--- src/hw/ppfs_map.vh ---
// Purpose: register offsets, reset value and port c field position of the pin function select block
// Assumes: wishbone byte addresses, one aligned 32-bit word per register
// Notes:   port data sits in the low bits of each word; port c uses bits 7:2
`ifndef PPFS_MAP_VH
`define PPFS_MAP_VH

`define PPFS_P0_OUT 8'h00
`define PPFS_P0_DIR 8'h04
`define PPFS_P0_PLU 8'h08
`define PPFS_P0_IN  8'h0c
`define PPFS_P0_MD  8'h10
`define PPFS_P2_OUT 8'h20
`define PPFS_P2_DIR 8'h24
`define PPFS_P2_PLU 8'h28
`define PPFS_P2_IN  8'h2c
`define PPFS_P2_MD  8'h30
`define PPFS_P4_OUT 8'h40
`define PPFS_P4_DIR 8'h44
`define PPFS_P4_PLU 8'h48
`define PPFS_P4_IN  8'h4c
`define PPFS_P4_MD1 8'h50
`define PPFS_P4_MD2 8'h54
`define PPFS_P6_OUT 8'h60
`define PPFS_P6_DIR 8'h64
`define PPFS_P6_PLU 8'h68
`define PPFS_P6_IN  8'h6c
`define PPFS_P8_OUT 8'h80
`define PPFS_P8_DIR 8'h84
`define PPFS_P8_PLU 8'h88
`define PPFS_P8_IN  8'h8c
`define PPFS_PC_OUT 8'hc0
`define PPFS_PC_DIR 8'hc4
`define PPFS_PC_PLU 8'hc8
`define PPFS_PC_IN  8'hcc

// reset: input direction, pull-ups off, no alternate function
`define PPFS_RST_VAL     8'h00
// lowest port c bit
`define PPFS_PC_LSB      2

`endif

--- src/hw/ppfs_top.v ---
// Purpose: pin configuration and function select for ports 0, 2, 4, 6, 8 and c
// Assumes: 20 MHz sys_clk, async active-low rstn, classic wishbone slave
// Notes:   timer vector order is timers 0,1,4,5,6,7
//
// Notes on behaviour
// - port 6 two bits, own direction, pull-up
// - reset: port 6 inputs, pull-ups off
// - port 8 six bits, own direction, pull-up
// - reset: port 8 inputs, pull-ups off
// - port c bits 2..7, own direction, pull-up
// - reset: port c inputs, pull-ups off
// - serial tx drives pin: output plus mode
// - serial rx fed: input plus mode, pull-up
// - serial clock bidirectional via direction and mode
// - serial pins unselected act as port 2
// - timer event input: mode selects, direction input
// - timer output: modes select, direction output
// - timer pins in input allow pull-up
// - timer pins unselected act as port 0/4
//
// The placing of the registers and the Wishbone interface to the registers were left to the implementer.
`default_nettype none
`include "ppfs_map.vh"

module ppfs_top #(
    parameter P0W = 4,
    parameter P2W = 6,
    parameter P4W = 2,
    parameter P6W = 2,
    parameter P8W = 6,
    parameter PCW = 6
) (
    // clock and reset
    input  wire             sys_clk,
    input  wire             rstn,
    // wishbone slave
    input  wire             wb_cyc_i,
    input  wire             wb_stb_i,
    input  wire             wb_we_i,
    input  wire [7:0]       wb_adr_i,
    input  wire [3:0]       wb_sel_i,
    input  wire [31:0]      wb_dat_i,
    output wire [31:0]      wb_dat_o,
    output wire             wb_ack_o,
    // port 0 pins
    input  wire [P0W-1:0]   port0_pin_in,
    output wire [P0W-1:0]   port0_pin_out,
    output wire [P0W-1:0]   port0_pin_oe,
    output wire [P0W-1:0]   port0_pin_pu,
    // port 2 pins
    input  wire [P2W-1:0]   port2_pin_in,
    output wire [P2W-1:0]   port2_pin_out,
    output wire [P2W-1:0]   port2_pin_oe,
    output wire [P2W-1:0]   port2_pin_pu,
    // port 4 pins
    input  wire [P4W-1:0]   port4_pin_in,
    output wire [P4W-1:0]   port4_pin_out,
    output wire [P4W-1:0]   port4_pin_oe,
    output wire [P4W-1:0]   port4_pin_pu,
    // port 6 pins
    input  wire [P6W-1:0]   port6_pin_in,
    output wire [P6W-1:0]   port6_pin_out,
    output wire [P6W-1:0]   port6_pin_oe,
    output wire [P6W-1:0]   port6_pin_pu,
    // port 8 pins
    input  wire [P8W-1:0]   port8_pin_in,
    output wire [P8W-1:0]   port8_pin_out,
    output wire [P8W-1:0]   port8_pin_oe,
    output wire [P8W-1:0]   port8_pin_pu,
    // port c pins, bit 0 of the vector is pin 2
    input  wire [PCW-1:0]   portc_pin_in,
    output wire [PCW-1:0]   portc_pin_out,
    output wire [PCW-1:0]   portc_pin_oe,
    output wire [PCW-1:0]   portc_pin_pu,
    // serial units
    input  wire             serial_tx_out_ch0,
    input  wire             serial_tx_out_ch1,
    output wire             serial_rx_in_ch0,
    output wire             serial_rx_in_ch1,
    input  wire             serial_clock_io_ch0_out,
    input  wire             serial_clock_io_ch1_out,
    output wire             serial_clock_io_ch0_in,
    output wire             serial_clock_io_ch1_in,
    // 8-bit timers 0,1,4,5,6,7
    input  wire [5:0]       timer_pulse_out,
    output wire [5:0]       timer_event_in
);

    // configuration registers
    reg  [P0W-1:0] port0_data_reg;
    reg  [P0W-1:0] port0_direction_reg;
    reg  [P0W-1:0] port0_pullup_select_reg;
    reg  [P0W-1:0] port0_mode_reg;
    reg  [P2W-1:0] port2_data_reg;
    reg  [P2W-1:0] port2_direction_reg;
    reg  [P2W-1:0] port2_pullup_select_reg;
    reg  [P2W-1:0] port2_mode_reg;
    reg  [P4W-1:0] port4_data_reg;
    reg  [P4W-1:0] port4_direction_reg;
    reg  [P4W-1:0] port4_pullup_select_reg;
    reg  [P4W-1:0] port4_mode1_reg;
    reg  [P4W-1:0] port4_mode2_reg;
    reg  [P6W-1:0] port6_data_reg;
    reg  [P6W-1:0] port6_direction_reg;
    reg  [P6W-1:0] port6_pullup_select_reg;
    reg  [P8W-1:0] port8_data_reg;
    reg  [P8W-1:0] port8_direction_reg;
    reg  [P8W-1:0] port8_pullup_select_reg;
    reg  [PCW-1:0] portc_data_reg;
    reg  [PCW-1:0] portc_direction_reg;
    reg  [PCW-1:0] portc_pullup_select_reg;
    reg  [31:0]    rd_data_reg;
    reg  [31:0]    rd_data_next;

    // bus strobes
    wire           bus_load;
    wire           bus_wr;

    // pin read values
    wire [P0W-1:0] port0_rd;
    wire [P2W-1:0] port2_rd;
    wire [P4W-1:0] port4_rd;
    wire [P6W-1:0] port6_rd;
    wire [P8W-1:0] port8_rd;
    wire [PCW-1:0] portc_rd;

    // alternate function plumbing
    wire [P2W-1:0] p2_osel;
    wire [P2W-1:0] p2_isel;
    wire [P2W-1:0] p2_alt_out;
    wire [P2W-1:0] p2_alt_in;
    wire [P4W-1:0] p4_osel;
    wire [P0W-1:0] p0_alt_in;
    wire [P4W-1:0] p4_alt_in;

    // zero-extend a port value into a bus word
    function [31:0] word_of;
        input [7:0] v;
        begin
            word_of = {24'h000000, v};
        end
    endfunction

    ppfs_wb_ack u_ack (
        .sys_clk(sys_clk), .rstn(rstn), .cyc(wb_cyc_i), .stb(wb_stb_i), .we(wb_we_i),
        .sel0(wb_sel_i[0]), .ack(wb_ack_o), .load(bus_load), .wr_en(bus_wr)
    );

    // register writes; reset leaves every pin an input, pull-up off
    always @(posedge sys_clk or negedge rstn) begin
        if (!rstn) begin
            port0_data_reg <= {P0W{1'b0}};
            port0_direction_reg <= {P0W{1'b0}};
            port0_pullup_select_reg <= {P0W{1'b0}};
            port0_mode_reg <= {P0W{1'b0}};
            port2_data_reg <= {P2W{1'b0}};
            port2_direction_reg <= {P2W{1'b0}};
            port2_pullup_select_reg <= {P2W{1'b0}};
            port2_mode_reg <= {P2W{1'b0}};
            port4_data_reg <= {P4W{1'b0}};
            port4_direction_reg <= {P4W{1'b0}};
            port4_pullup_select_reg <= {P4W{1'b0}};
            port4_mode1_reg <= {P4W{1'b0}};
            port4_mode2_reg <= {P4W{1'b0}};
            port6_data_reg <= {P6W{1'b0}};
            port6_direction_reg <= {P6W{1'b0}};
            port6_pullup_select_reg <= {P6W{1'b0}};
            port8_data_reg <= {P8W{1'b0}};
            port8_direction_reg <= {P8W{1'b0}};
            port8_pullup_select_reg <= {P8W{1'b0}};
            portc_data_reg <= {PCW{1'b0}};
            portc_direction_reg <= {PCW{1'b0}};
            portc_pullup_select_reg <= {PCW{1'b0}};
        end else if (bus_wr) begin
            case (wb_adr_i)
                `PPFS_P0_OUT: port0_data_reg <= wb_dat_i[P0W-1:0];
                `PPFS_P0_DIR: port0_direction_reg <= wb_dat_i[P0W-1:0];
                `PPFS_P0_PLU: port0_pullup_select_reg <= wb_dat_i[P0W-1:0];
                `PPFS_P0_MD: port0_mode_reg <= wb_dat_i[P0W-1:0];
                `PPFS_P2_OUT: port2_data_reg <= wb_dat_i[P2W-1:0];
                `PPFS_P2_DIR: port2_direction_reg <= wb_dat_i[P2W-1:0];
                `PPFS_P2_PLU: port2_pullup_select_reg <= wb_dat_i[P2W-1:0];
                `PPFS_P2_MD: port2_mode_reg <= wb_dat_i[P2W-1:0];
                `PPFS_P4_OUT: port4_data_reg <= wb_dat_i[P4W-1:0];
                `PPFS_P4_DIR: port4_direction_reg <= wb_dat_i[P4W-1:0];
                `PPFS_P4_PLU: port4_pullup_select_reg <= wb_dat_i[P4W-1:0];
                `PPFS_P4_MD1: port4_mode1_reg <= wb_dat_i[P4W-1:0];
                `PPFS_P4_MD2: port4_mode2_reg <= wb_dat_i[P4W-1:0];
                `PPFS_P6_OUT: port6_data_reg <= wb_dat_i[P6W-1:0];
                `PPFS_P6_DIR: port6_direction_reg <= wb_dat_i[P6W-1:0];
                `PPFS_P6_PLU: port6_pullup_select_reg <= wb_dat_i[P6W-1:0];
                `PPFS_P8_OUT: port8_data_reg <= wb_dat_i[P8W-1:0];
                `PPFS_P8_DIR: port8_direction_reg <= wb_dat_i[P8W-1:0];
                `PPFS_P8_PLU: port8_pullup_select_reg <= wb_dat_i[P8W-1:0];
                `PPFS_PC_OUT: portc_data_reg <= wb_dat_i[`PPFS_PC_LSB+PCW-1:`PPFS_PC_LSB];
                `PPFS_PC_DIR: portc_direction_reg <= wb_dat_i[`PPFS_PC_LSB+PCW-1:`PPFS_PC_LSB];
                `PPFS_PC_PLU: portc_pullup_select_reg <=
                                  wb_dat_i[`PPFS_PC_LSB+PCW-1:`PPFS_PC_LSB];
                default: ;
            endcase
        end
    end

    // read mux; unmapped addresses read zero
    always @* begin
        rd_data_next = 32'h00000000;
        case (wb_adr_i)
            `PPFS_P0_OUT: rd_data_next = word_of({4'h0, port0_data_reg});
            `PPFS_P0_DIR: rd_data_next = word_of({4'h0, port0_direction_reg});
            `PPFS_P0_PLU: rd_data_next = word_of({4'h0, port0_pullup_select_reg});
            `PPFS_P0_IN:  rd_data_next = word_of({4'h0, port0_rd});
            `PPFS_P0_MD:  rd_data_next = word_of({4'h0, port0_mode_reg});
            `PPFS_P2_OUT: rd_data_next = word_of({2'h0, port2_data_reg});
            `PPFS_P2_DIR: rd_data_next = word_of({2'h0, port2_direction_reg});
            `PPFS_P2_PLU: rd_data_next = word_of({2'h0, port2_pullup_select_reg});
            `PPFS_P2_IN:  rd_data_next = word_of({2'h0, port2_rd});
            `PPFS_P2_MD:  rd_data_next = word_of({2'h0, port2_mode_reg});
            `PPFS_P4_OUT: rd_data_next = word_of({6'h00, port4_data_reg});
            `PPFS_P4_DIR: rd_data_next = word_of({6'h00, port4_direction_reg});
            `PPFS_P4_PLU: rd_data_next = word_of({6'h00, port4_pullup_select_reg});
            `PPFS_P4_IN:  rd_data_next = word_of({6'h00, port4_rd});
            `PPFS_P4_MD1: rd_data_next = word_of({6'h00, port4_mode1_reg});
            `PPFS_P4_MD2: rd_data_next = word_of({6'h00, port4_mode2_reg});
            `PPFS_P6_OUT: rd_data_next = word_of({6'h00, port6_data_reg});
            `PPFS_P6_DIR: rd_data_next = word_of({6'h00, port6_direction_reg});
            `PPFS_P6_PLU: rd_data_next = word_of({6'h00, port6_pullup_select_reg});
            `PPFS_P6_IN:  rd_data_next = word_of({6'h00, port6_rd});
            `PPFS_P8_OUT: rd_data_next = word_of({2'h0, port8_data_reg});
            `PPFS_P8_DIR: rd_data_next = word_of({2'h0, port8_direction_reg});
            `PPFS_P8_PLU: rd_data_next = word_of({2'h0, port8_pullup_select_reg});
            `PPFS_P8_IN:  rd_data_next = word_of({2'h0, port8_rd});
            `PPFS_PC_OUT: rd_data_next = word_of({portc_data_reg, 2'h0});
            `PPFS_PC_DIR: rd_data_next = word_of({portc_direction_reg, 2'h0});
            `PPFS_PC_PLU: rd_data_next = word_of({portc_pullup_select_reg, 2'h0});
            `PPFS_PC_IN:  rd_data_next = word_of({portc_rd, 2'h0});
            default:      rd_data_next = 32'h00000000;
        endcase
    end

    // read data captured in the cycle the request is first seen
    always @(posedge sys_clk or negedge rstn) begin
        if (!rstn) begin
            rd_data_reg <= 32'h00000000;
        end else if (bus_load) begin
            rd_data_reg <= rd_data_next;
        end
    end

    assign wb_dat_o = rd_data_reg;

    // port 2: bits 0/3 tx, 1/4 clock, 2/5 rx
    assign p2_osel    = port2_mode_reg & 6'h1b;
    assign p2_isel    = port2_mode_reg & 6'h36;
    assign p2_alt_out = {1'b0, serial_clock_io_ch1_out, serial_tx_out_ch1,
                         1'b0, serial_clock_io_ch0_out, serial_tx_out_ch0};
    assign serial_rx_in_ch0       = p2_alt_in[2];
    assign serial_rx_in_ch1       = p2_alt_in[5];
    assign serial_clock_io_ch0_in = p2_alt_in[1];
    assign serial_clock_io_ch1_in = p2_alt_in[4];

    // timer output on port 4 needs both mode registers
    assign p4_osel        = port4_mode1_reg & port4_mode2_reg;
    assign timer_event_in = {p4_alt_in, p0_alt_in};

    ppfs_pad #(.W(P0W)) u_port0 (
        .dir(port0_direction_reg), .pu(port0_pullup_select_reg),
        .dout(port0_data_reg),
        .alt_osel(port0_mode_reg), .alt_isel(port0_mode_reg),
        .alt_out(timer_pulse_out[3:0]), .alt_in(p0_alt_in), .pin_in(port0_pin_in),
        .pin_out(port0_pin_out), .pin_oe(port0_pin_oe), .pin_pu(port0_pin_pu),
        .rd_val(port0_rd)
    );

    ppfs_pad #(.W(P2W)) u_port2 (
        .dir(port2_direction_reg), .pu(port2_pullup_select_reg),
        .dout(port2_data_reg),
        .alt_osel(p2_osel), .alt_isel(p2_isel), .alt_out(p2_alt_out), .alt_in(p2_alt_in),
        .pin_in(port2_pin_in), .pin_out(port2_pin_out), .pin_oe(port2_pin_oe),
        .pin_pu(port2_pin_pu), .rd_val(port2_rd)
    );

    ppfs_pad #(.W(P4W)) u_port4 (
        .dir(port4_direction_reg), .pu(port4_pullup_select_reg),
        .dout(port4_data_reg),
        .alt_osel(p4_osel), .alt_isel(port4_mode1_reg),
        .alt_out(timer_pulse_out[5:4]), .alt_in(p4_alt_in), .pin_in(port4_pin_in),
        .pin_out(port4_pin_out), .pin_oe(port4_pin_oe), .pin_pu(port4_pin_pu),
        .rd_val(port4_rd)
    );

    ppfs_pad #(.W(P6W)) u_port6 (
        .dir(port6_direction_reg), .pu(port6_pullup_select_reg),
        .dout(port6_data_reg), .alt_osel({P6W{1'b0}}), .alt_isel({P6W{1'b0}}),
        .alt_out({P6W{1'b0}}), .alt_in(), .pin_in(port6_pin_in), .pin_out(port6_pin_out),
        .pin_oe(port6_pin_oe), .pin_pu(port6_pin_pu), .rd_val(port6_rd)
    );

    ppfs_pad #(.W(P8W)) u_port8 (
        .dir(port8_direction_reg), .pu(port8_pullup_select_reg),
        .dout(port8_data_reg), .alt_osel({P8W{1'b0}}), .alt_isel({P8W{1'b0}}),
        .alt_out({P8W{1'b0}}), .alt_in(), .pin_in(port8_pin_in), .pin_out(port8_pin_out),
        .pin_oe(port8_pin_oe), .pin_pu(port8_pin_pu), .rd_val(port8_rd)
    );

    ppfs_pad #(.W(PCW)) u_portc (
        .dir(portc_direction_reg), .pu(portc_pullup_select_reg),
        .dout(portc_data_reg), .alt_osel({PCW{1'b0}}), .alt_isel({PCW{1'b0}}),
        .alt_out({PCW{1'b0}}), .alt_in(), .pin_in(portc_pin_in), .pin_out(portc_pin_out),
        .pin_oe(portc_pin_oe), .pin_pu(portc_pin_pu), .rd_val(portc_rd)
    );

endmodule // ppfs_top

`default_nettype wire

--- src/hw/ppfs_pad.v ---
// Purpose: per-bit pin cell group: direction, pull-up, data latch, alternate function
// Assumes: pin inputs synchronous to sys_clk
// Notes:   pull-up only applied while the bit is an input
`default_nettype none

module ppfs_pad #(
    parameter W = 2
) (
    // configuration
    input  wire [W-1:0] dir,
    input  wire [W-1:0] pu,
    input  wire [W-1:0] dout,
    input  wire [W-1:0] alt_osel,
    input  wire [W-1:0] alt_isel,
    // peripheral side
    input  wire [W-1:0] alt_out,
    output wire [W-1:0] alt_in,
    // pin side
    input  wire [W-1:0] pin_in,
    output wire [W-1:0] pin_out,
    output wire [W-1:0] pin_oe,
    output wire [W-1:0] pin_pu,
    // software read value
    output wire [W-1:0] rd_val
);

    assign pin_oe  = dir;
    assign pin_out = (alt_osel & dir & alt_out) | (~alt_osel & dout);
    assign pin_pu  = pu & ~dir;
    assign alt_in  = alt_isel & ~dir & pin_in;
    assign rd_val  = (dir & dout) | (~dir & pin_in);

endmodule // ppfs_pad

`default_nettype wire

--- src/hw/ppfs_wb_ack.v ---
// Purpose: classic wishbone single-cycle answer timing
// Assumes: master holds request until it samples ack
// Notes:   ack one cycle after request; write strobe at the ack edge
`default_nettype none

module ppfs_wb_ack (
    // clock and reset
    input  wire sys_clk,
    input  wire rstn,
    // bus request
    input  wire cyc,
    input  wire stb,
    input  wire we,
    input  wire sel0,
    // answer and strobes
    output wire ack,
    output wire load,
    output wire wr_en
);

    reg ack_reg;
    wire req;

    assign req   = cyc & stb;
    assign ack   = ack_reg;
    assign load  = req & ~ack_reg;
    assign wr_en = req & we & sel0 & ack_reg;

    always @(posedge sys_clk or negedge rstn) begin
        if (!rstn) begin
            ack_reg <= 1'b0;
        end else begin
            ack_reg <= req & ~ack_reg;
        end
    end

endmodule // ppfs_wb_ack

`default_nettype wire

--- config.mk ---
export PLATFORM = sky130hd
export DESIGN_NAME = ppfs_top
export DESIGN_NICKNAME = d
export VERILOG_FILES = /design/src/hw/ppfs_top.v /design/src/hw/ppfs_pad.v /design/src/hw/ppfs_wb_ack.v
export VERILOG_INCLUDE_DIRS = /design/src /design/src/hw
export SDC_FILE = /design/constraint.sdc
export NUM_CORES = 1
export LEC_CHECK = 0
export BUFFER_PORTS_ARGS = -buffer_cell sky130_fd_sc_hd__buf_2
export CELL_PAD_IN_SITES_DETAIL_PLACEMENT = 1
export CELL_PAD_IN_SITES_GLOBAL_PLACEMENT = 2
export CORE_MARGIN = 5
export CORE_UTILIZATION = 33
export DETAILED_ROUTE_END_ITERATION = 6
export PLACE_DENSITY = 0.95
export SLEW_MARGIN = 30
export SYNTH_ARGS = -nofsm -noshare
export SYNTH_HDL_FRONTEND = slang
export SYNTH_SLANG_ARGS = --single-unit
--- constraint.sdc ---
create_clock -name sys_clk -period 4.7 [get_ports sys_clk]
set_input_delay 0 -clock sys_clk [delete_from_list [all_inputs] [get_ports sys_clk]]
set_output_delay 0 -clock sys_clk [all_outputs]
set_load 0.005 [all_outputs]
* After elaboration in Yosys (flattened, before gate mapping)
Cells that the tools add are included.
** Storage, ports and cells
- Bits of input ports :: 85
- Bits in registers :: 125
** Cells by class
- Reductions and logical operators :: 23
- Eq/ne operators :: 27
- Bitwise gates (word level) :: 58
- Mux-type cells :: 1
** Operators with widths (count)
- one-hot mux 8 bit (28 select lines) :: 1
- equality test 8 x 7 -> 1 bit, second input constant :: 10
- AND 6 bit :: 12
- equality test 8 bit, second input constant :: 8
- AND reduction 2 bit :: 22
- equality test 8 x 6 -> 1 bit, second input constant :: 5
- AND 4 bit :: 8
- AND 2 bit :: 12
- bitwise OR 6 bit :: 4
- inverter 6 bit :: 3
- equality test 8 x 4 -> 1 bit, second input constant :: 2
- equality test 8 x 3 -> 1 bit, second input constant :: 1
- equality test 8 x 5 -> 1 bit, second input constant :: 1
- logical NOT 8 bit :: 1
- inverter 4 bit :: 2
- bitwise OR 4 bit :: 2
- AND 5 x 6 -> 6 bit :: 1
- AND 6 x 5 -> 6 bit :: 1
- inverter 2 bit :: 3
- inverter 5 -> 6 bit :: 1
- bitwise OR 2 bit :: 3
- AND 1 bit :: 5
- inverter 1 bit :: 1

* Logic depth before layout (Yosys ltp)
- Depth after elaboration :: 5
- Depth in mapped cells :: 8
- Depth with buffers taken out :: 6

* Cells and area by module
From an unflattened synthesis, not the netlist that was laid out.
** Second synthesis, totals
- Cells, all modules :: 635
- Area total of the unflattened synthesis :: 6754.0 um2
** Modules (own cells, without submodules)
- ppfs_top :: instances 1, sequential area each 2502.4 um2, area each 5336.4 um2, cells each 444
- ppfs_pad (u_port2 ...) :: instances 3, sequential area each 0.0 um2, area each 315.3 um2, cells each 43
- ppfs_pad (u_port4 ...) :: instances 2, sequential area each 0.0 um2, area each 110.1 um2, cells each 14
- ppfs_pad (u_port0) :: instances 1, sequential area each 0.0 um2, area each 210.2 um2, cells each 29
- ppfs_wb_ack :: instances 1, sequential area each 25.0 um2, area each 41.3 um2, cells each 5

* Worst setup path after synthesis
Ideal clock, no wire load.
- Path kind :: reg2reg
- Start :: register u_ack.ack_reg (netlist: u_ack.ack)
- End :: register port2_data_reg[2]
- Data required time :: 4572 ps
- Setup slack :: 3040 ps
- Cell stages (with the launch flop) :: 6
- Path buffers :: 0
- Period minus slack after synthesis :: 1660 ps
- Data arrival time :: 1532 ps
- Path through :: dfrtp_1 > and3_1 > nand3_1 > nor2_1 > nand2_1 > mux2_1
** Between the ends
- Word-level cells in the longest chain between the ends :: 2
** Ends and longest elaborated chain
- start: declaration :: line ppfs_wb_ack.v:21 : reg ack_reg;
- start signal: assignment :: line ppfs_wb_ack.v:33 : ack_reg <= req & ~ack_reg;
- AND 1 bit :: line ppfs_wb_ack.v:27 : assign wr_en = req & we & sel0 & ack_reg;
- AND reduction 2 bit (no line)
- end signal: assignment :: line ppfs_top.v:156 : port2_data_reg <= {P2W{1'b0}};
- end signal: assignment :: line ppfs_top.v:180 : `PPFS_P2_OUT: port2_data_reg <= wb_dat_i[P2W-1:0];
- end: declaration :: line ppfs_top.v:94 : reg [P2W-1:0] port2_data_reg;
Every way passes these cells.
A chain may end at the register's enable or synchronous reset.

* Worst setup path in the final report
- Start :: input port wb_adr_i[3]
- End :: register port8_direction_reg[0]
** Between the ends
- Word-level cells in the longest chain between the ends :: 2
** Ends and longest elaborated chain
- start: declaration :: line ppfs_top.v:40 : input wire [7:0] wb_adr_i,
- equality test 8 bit :: line ppfs_top.v:175 : case (wb_adr_i)
- AND reduction 2 bit (no line)
- end signal: assignment :: line ppfs_top.v:169 : port8_direction_reg <= {P8W{1'b0}};
- end signal: assignment :: line ppfs_top.v:193 : `PPFS_P8_DIR: port8_direction_reg <= wb_dat_i[P8W-1:0];
- end: declaration :: line ppfs_top.v:107 : reg [P8W-1:0] port8_direction_reg;
Every way passes these cells.

==> qor.yml <==
pin_count: 206
min_path_type: "primary input to flop"
gr-total-overflow: 0
yosysSeqAreaShare: 0.421
p_leak_nw: 3.62
clock_skew_ns: 0.00967
place_inst: 946
die_area_sq_mm: 0.0210
synth.area.top_cells: "dfrtp_1 (42%), mux2_2 (16%), mux2i_1 (5.7%)"
worstRegToRegCells: 5
syn2layout_area_growth_pct: 20.2
finalNetCount: 816
crit_type: "primary input to flop"
cts.clk_slew.worst_paths_ns: 0.07
gp_congestion: 0.915
critical_path.max_fanout: 7
use_met1: 0.262
grt_usage: 0.202
synthCells: 595
viasPerCell: 5.51
crit_required_ns: 4.95
h-tree-depth: 3
hold_slack_ns: 0.0265
irDropWorstVdd_uv: 180
finalCritPeriodShare: 0.524
slowest_stage: "nor2b_1"
root_buffer: "clkbuf_16"
dpl.hpwl_um: 15800
grt_pass1_vias: 5562
multi_input_area_sq_mm: 0.00318
layout_min_cycle_time_ns: 2.46
num_vias: 5315
worstMarginPinSlew_ns: 0.968
wire_per_inst_um: 22.5
fill_cells: 2070
worstSetupEndpointType: "flop"
crit_chain: "buf_2, nor2b_1, nand2_1, nor2_1, nand2_1, mux2_2"
fmax_mhz: 406
worstPathArrival_ns: 2.71
powerDensity_mw_per_mm2: 258
synth.cell_area_sq_mm: 0.00601
rsz0062_at_grt: "false"
most-common-layout-cells: "buf_2 (153), dfrtp_1 (101), mux2_2 (85)"
cts_sinks: 101
synth_top_area_cell: "dfrtp_1"
hold_viol_final: 0
cp_common_cell: "nand2_1"
postRouteWirelength_um: 21700
rows: 49
gr-usage-met2: 0.326
initial_core_util: 0.335
drtPass1Iterations: 5
numPortBuffers: 154
drtIter0Drc: 330
whs_path_depth: 2
fp.dieH_um: 145
run_status: "finished, final reports clean"
grt_antenna_before_repair: 0
synth-edff-count: 0
syn_area_per_cell_sq_um: 10.1
drive_above_1_share: 0.365
setup-violations-final: 0
cts_tree: "done"
grt_pass1_wl_um: 33600
mostFrequentLayoutCell: "buf_2"
largest_register_ffs: 8
insertion_delay_ns: 0.36
async_flop_share: 1.00
yosys_most_used_dff: "dfrtp_1"
core-area_sq_mm: 0.0180
use_met3: 0.0452
fin_cells: 965
yosysTopAreaCellShare: 0.421
seq_area_sq_mm: 0.00253
cts_made_buffers: 9
max_stage_delay_ns: 0.74
drcViolationCount: 0
relSlewSlack: 0.353
busiest_layer: "met2"
antennaDiodeCount: 0
slew_violations: 0
synth-seq-cells: 101
maxCapViolations: 0
crit_path_start_kind: "primary input"
synth.distinct_cells: 58
tns_ns: 0
cts_buffer_depth: 2
fp.dieW_um: 145
ys_warn_count: 0
postRouteAntennaNets: 0
grt_max_degree: 65
-- critical path: cells and delay by family --
family | cells | cell delay [ns]
muxes | 1 | 0.40
and+or+nand+nor | 4 | 2.20
buffers and inverters | 1 | 0.11
-- area by class of cell --
cell class | count | area share
clock inverter | 4 | 0.0107
multi-input combinational | 441 | 0.440
timing repair buffer | 161 | 0.115
inverter | 17 | 0.00883
sequential | 101 | 0.350
clock buffer | 12 | 0.0355
tap | 229 | 0.0397
-- through the flow --
step,power (W),instance area [sq um],setup WS (ns),util
after floorplan,0.000976,6100,3.04,-
after global placement,0.00104,6860,2.02,0.382
after detailed placement,0.00104,6860,1.91,0.382
after CTS,0.00188,7230,2.27,0.402
after global routing,0.00192,7230,2.18,0.402
final,0.00186,7230,2.24,0.402
-- per-layer routing --
metal | vias to the layer above | routed length [um] | part of all wire
met5 | - | 0 | 0
met4 | 0 | 684 | 0.031
met3 | 39 | 1420 | 0.065
met2 | 194 | 10400 | 0.48
met1 | 2690 | 9210 | 0.42
li1 | 2392 | - | -
-- synth_stat cells (2+ instances only) --
master	instances
mux2_2	85
o21ai_0	21
dfrtp_1	101
or4b_1	3
nand4_1	3
nor2b_1	26
clkbuf_1	18
and3b_1	8
nor2_1	32
nand3b_1	5
mux2i_1	34
o31ai_1	3
a221oi_1	2
nand2b_1	6
a21oi_1	18
buf_4	26
and3_1	5
nor4bb_1	2
nor2_2	2
or3_1	2
a22oi_1	5
o21ai_1	2
nand3_1	17
a32oi_1	7
o311ai_0	2
nor4_1	3
buf_2	9
mux2_1	8
nand4b_1	2
o22ai_1	15
or3b_2	2
a31oi_1	4
o211ai_1	2
a211oi_1	3
buf_1	6
nor3b_1	2
or4_1	2
o32ai_1	2
nor3_1	7
inv_1	17
nand2_1	59
-- power by group --
group	internal (W)	switching, W	leakage, nW
registers	0.000871	0.00000227	1.41
clock network	0.000499	0.000339	0.163
logic	0.0000445	0.000108	2.05
-- what timing repair did --
action,in CTS,in global routing
hold buffers,3,0
gates resized for setup,0,0
endpoints found under the setup margin,0,0
buffers inserted,0,0
hold endpoints to repair,69,0
-- final timing paths --
check                                  from                         end  slack [ns]
worst min-delay path            wb_dat_i[5]           port2_mode_reg[5]        0.03
worst max register to register    u_ack.ack      port8_direction_reg[0]        2.30
min in group asynchronous              rstn           portc_data_reg[4]        0.30
max in group asynchronous              rstn  port8_pullup_select_reg[5]        3.36
worst max-delay path            wb_adr_i[3]      port8_direction_reg[0]        2.24
worst min register to register  wb_dat_o[7]                 wb_dat_o[7]        0.48
-- cell families after synthesis --
| family | count (synthesis) | share of synthesized area |
|---|---|---|
| AND/OR/NAND/NOR | 192 | 0.170 |
| multiplexers | 128 | 0.235 |
| flip-flops | 101 | 0.421 |
| AO/OA/AOI/OAI | 97 | 0.109 |
| buffers and inverters | 76 | 0.0656 |
| other | 1 | 0.000624 |
(Power assumes the default switching activity.)
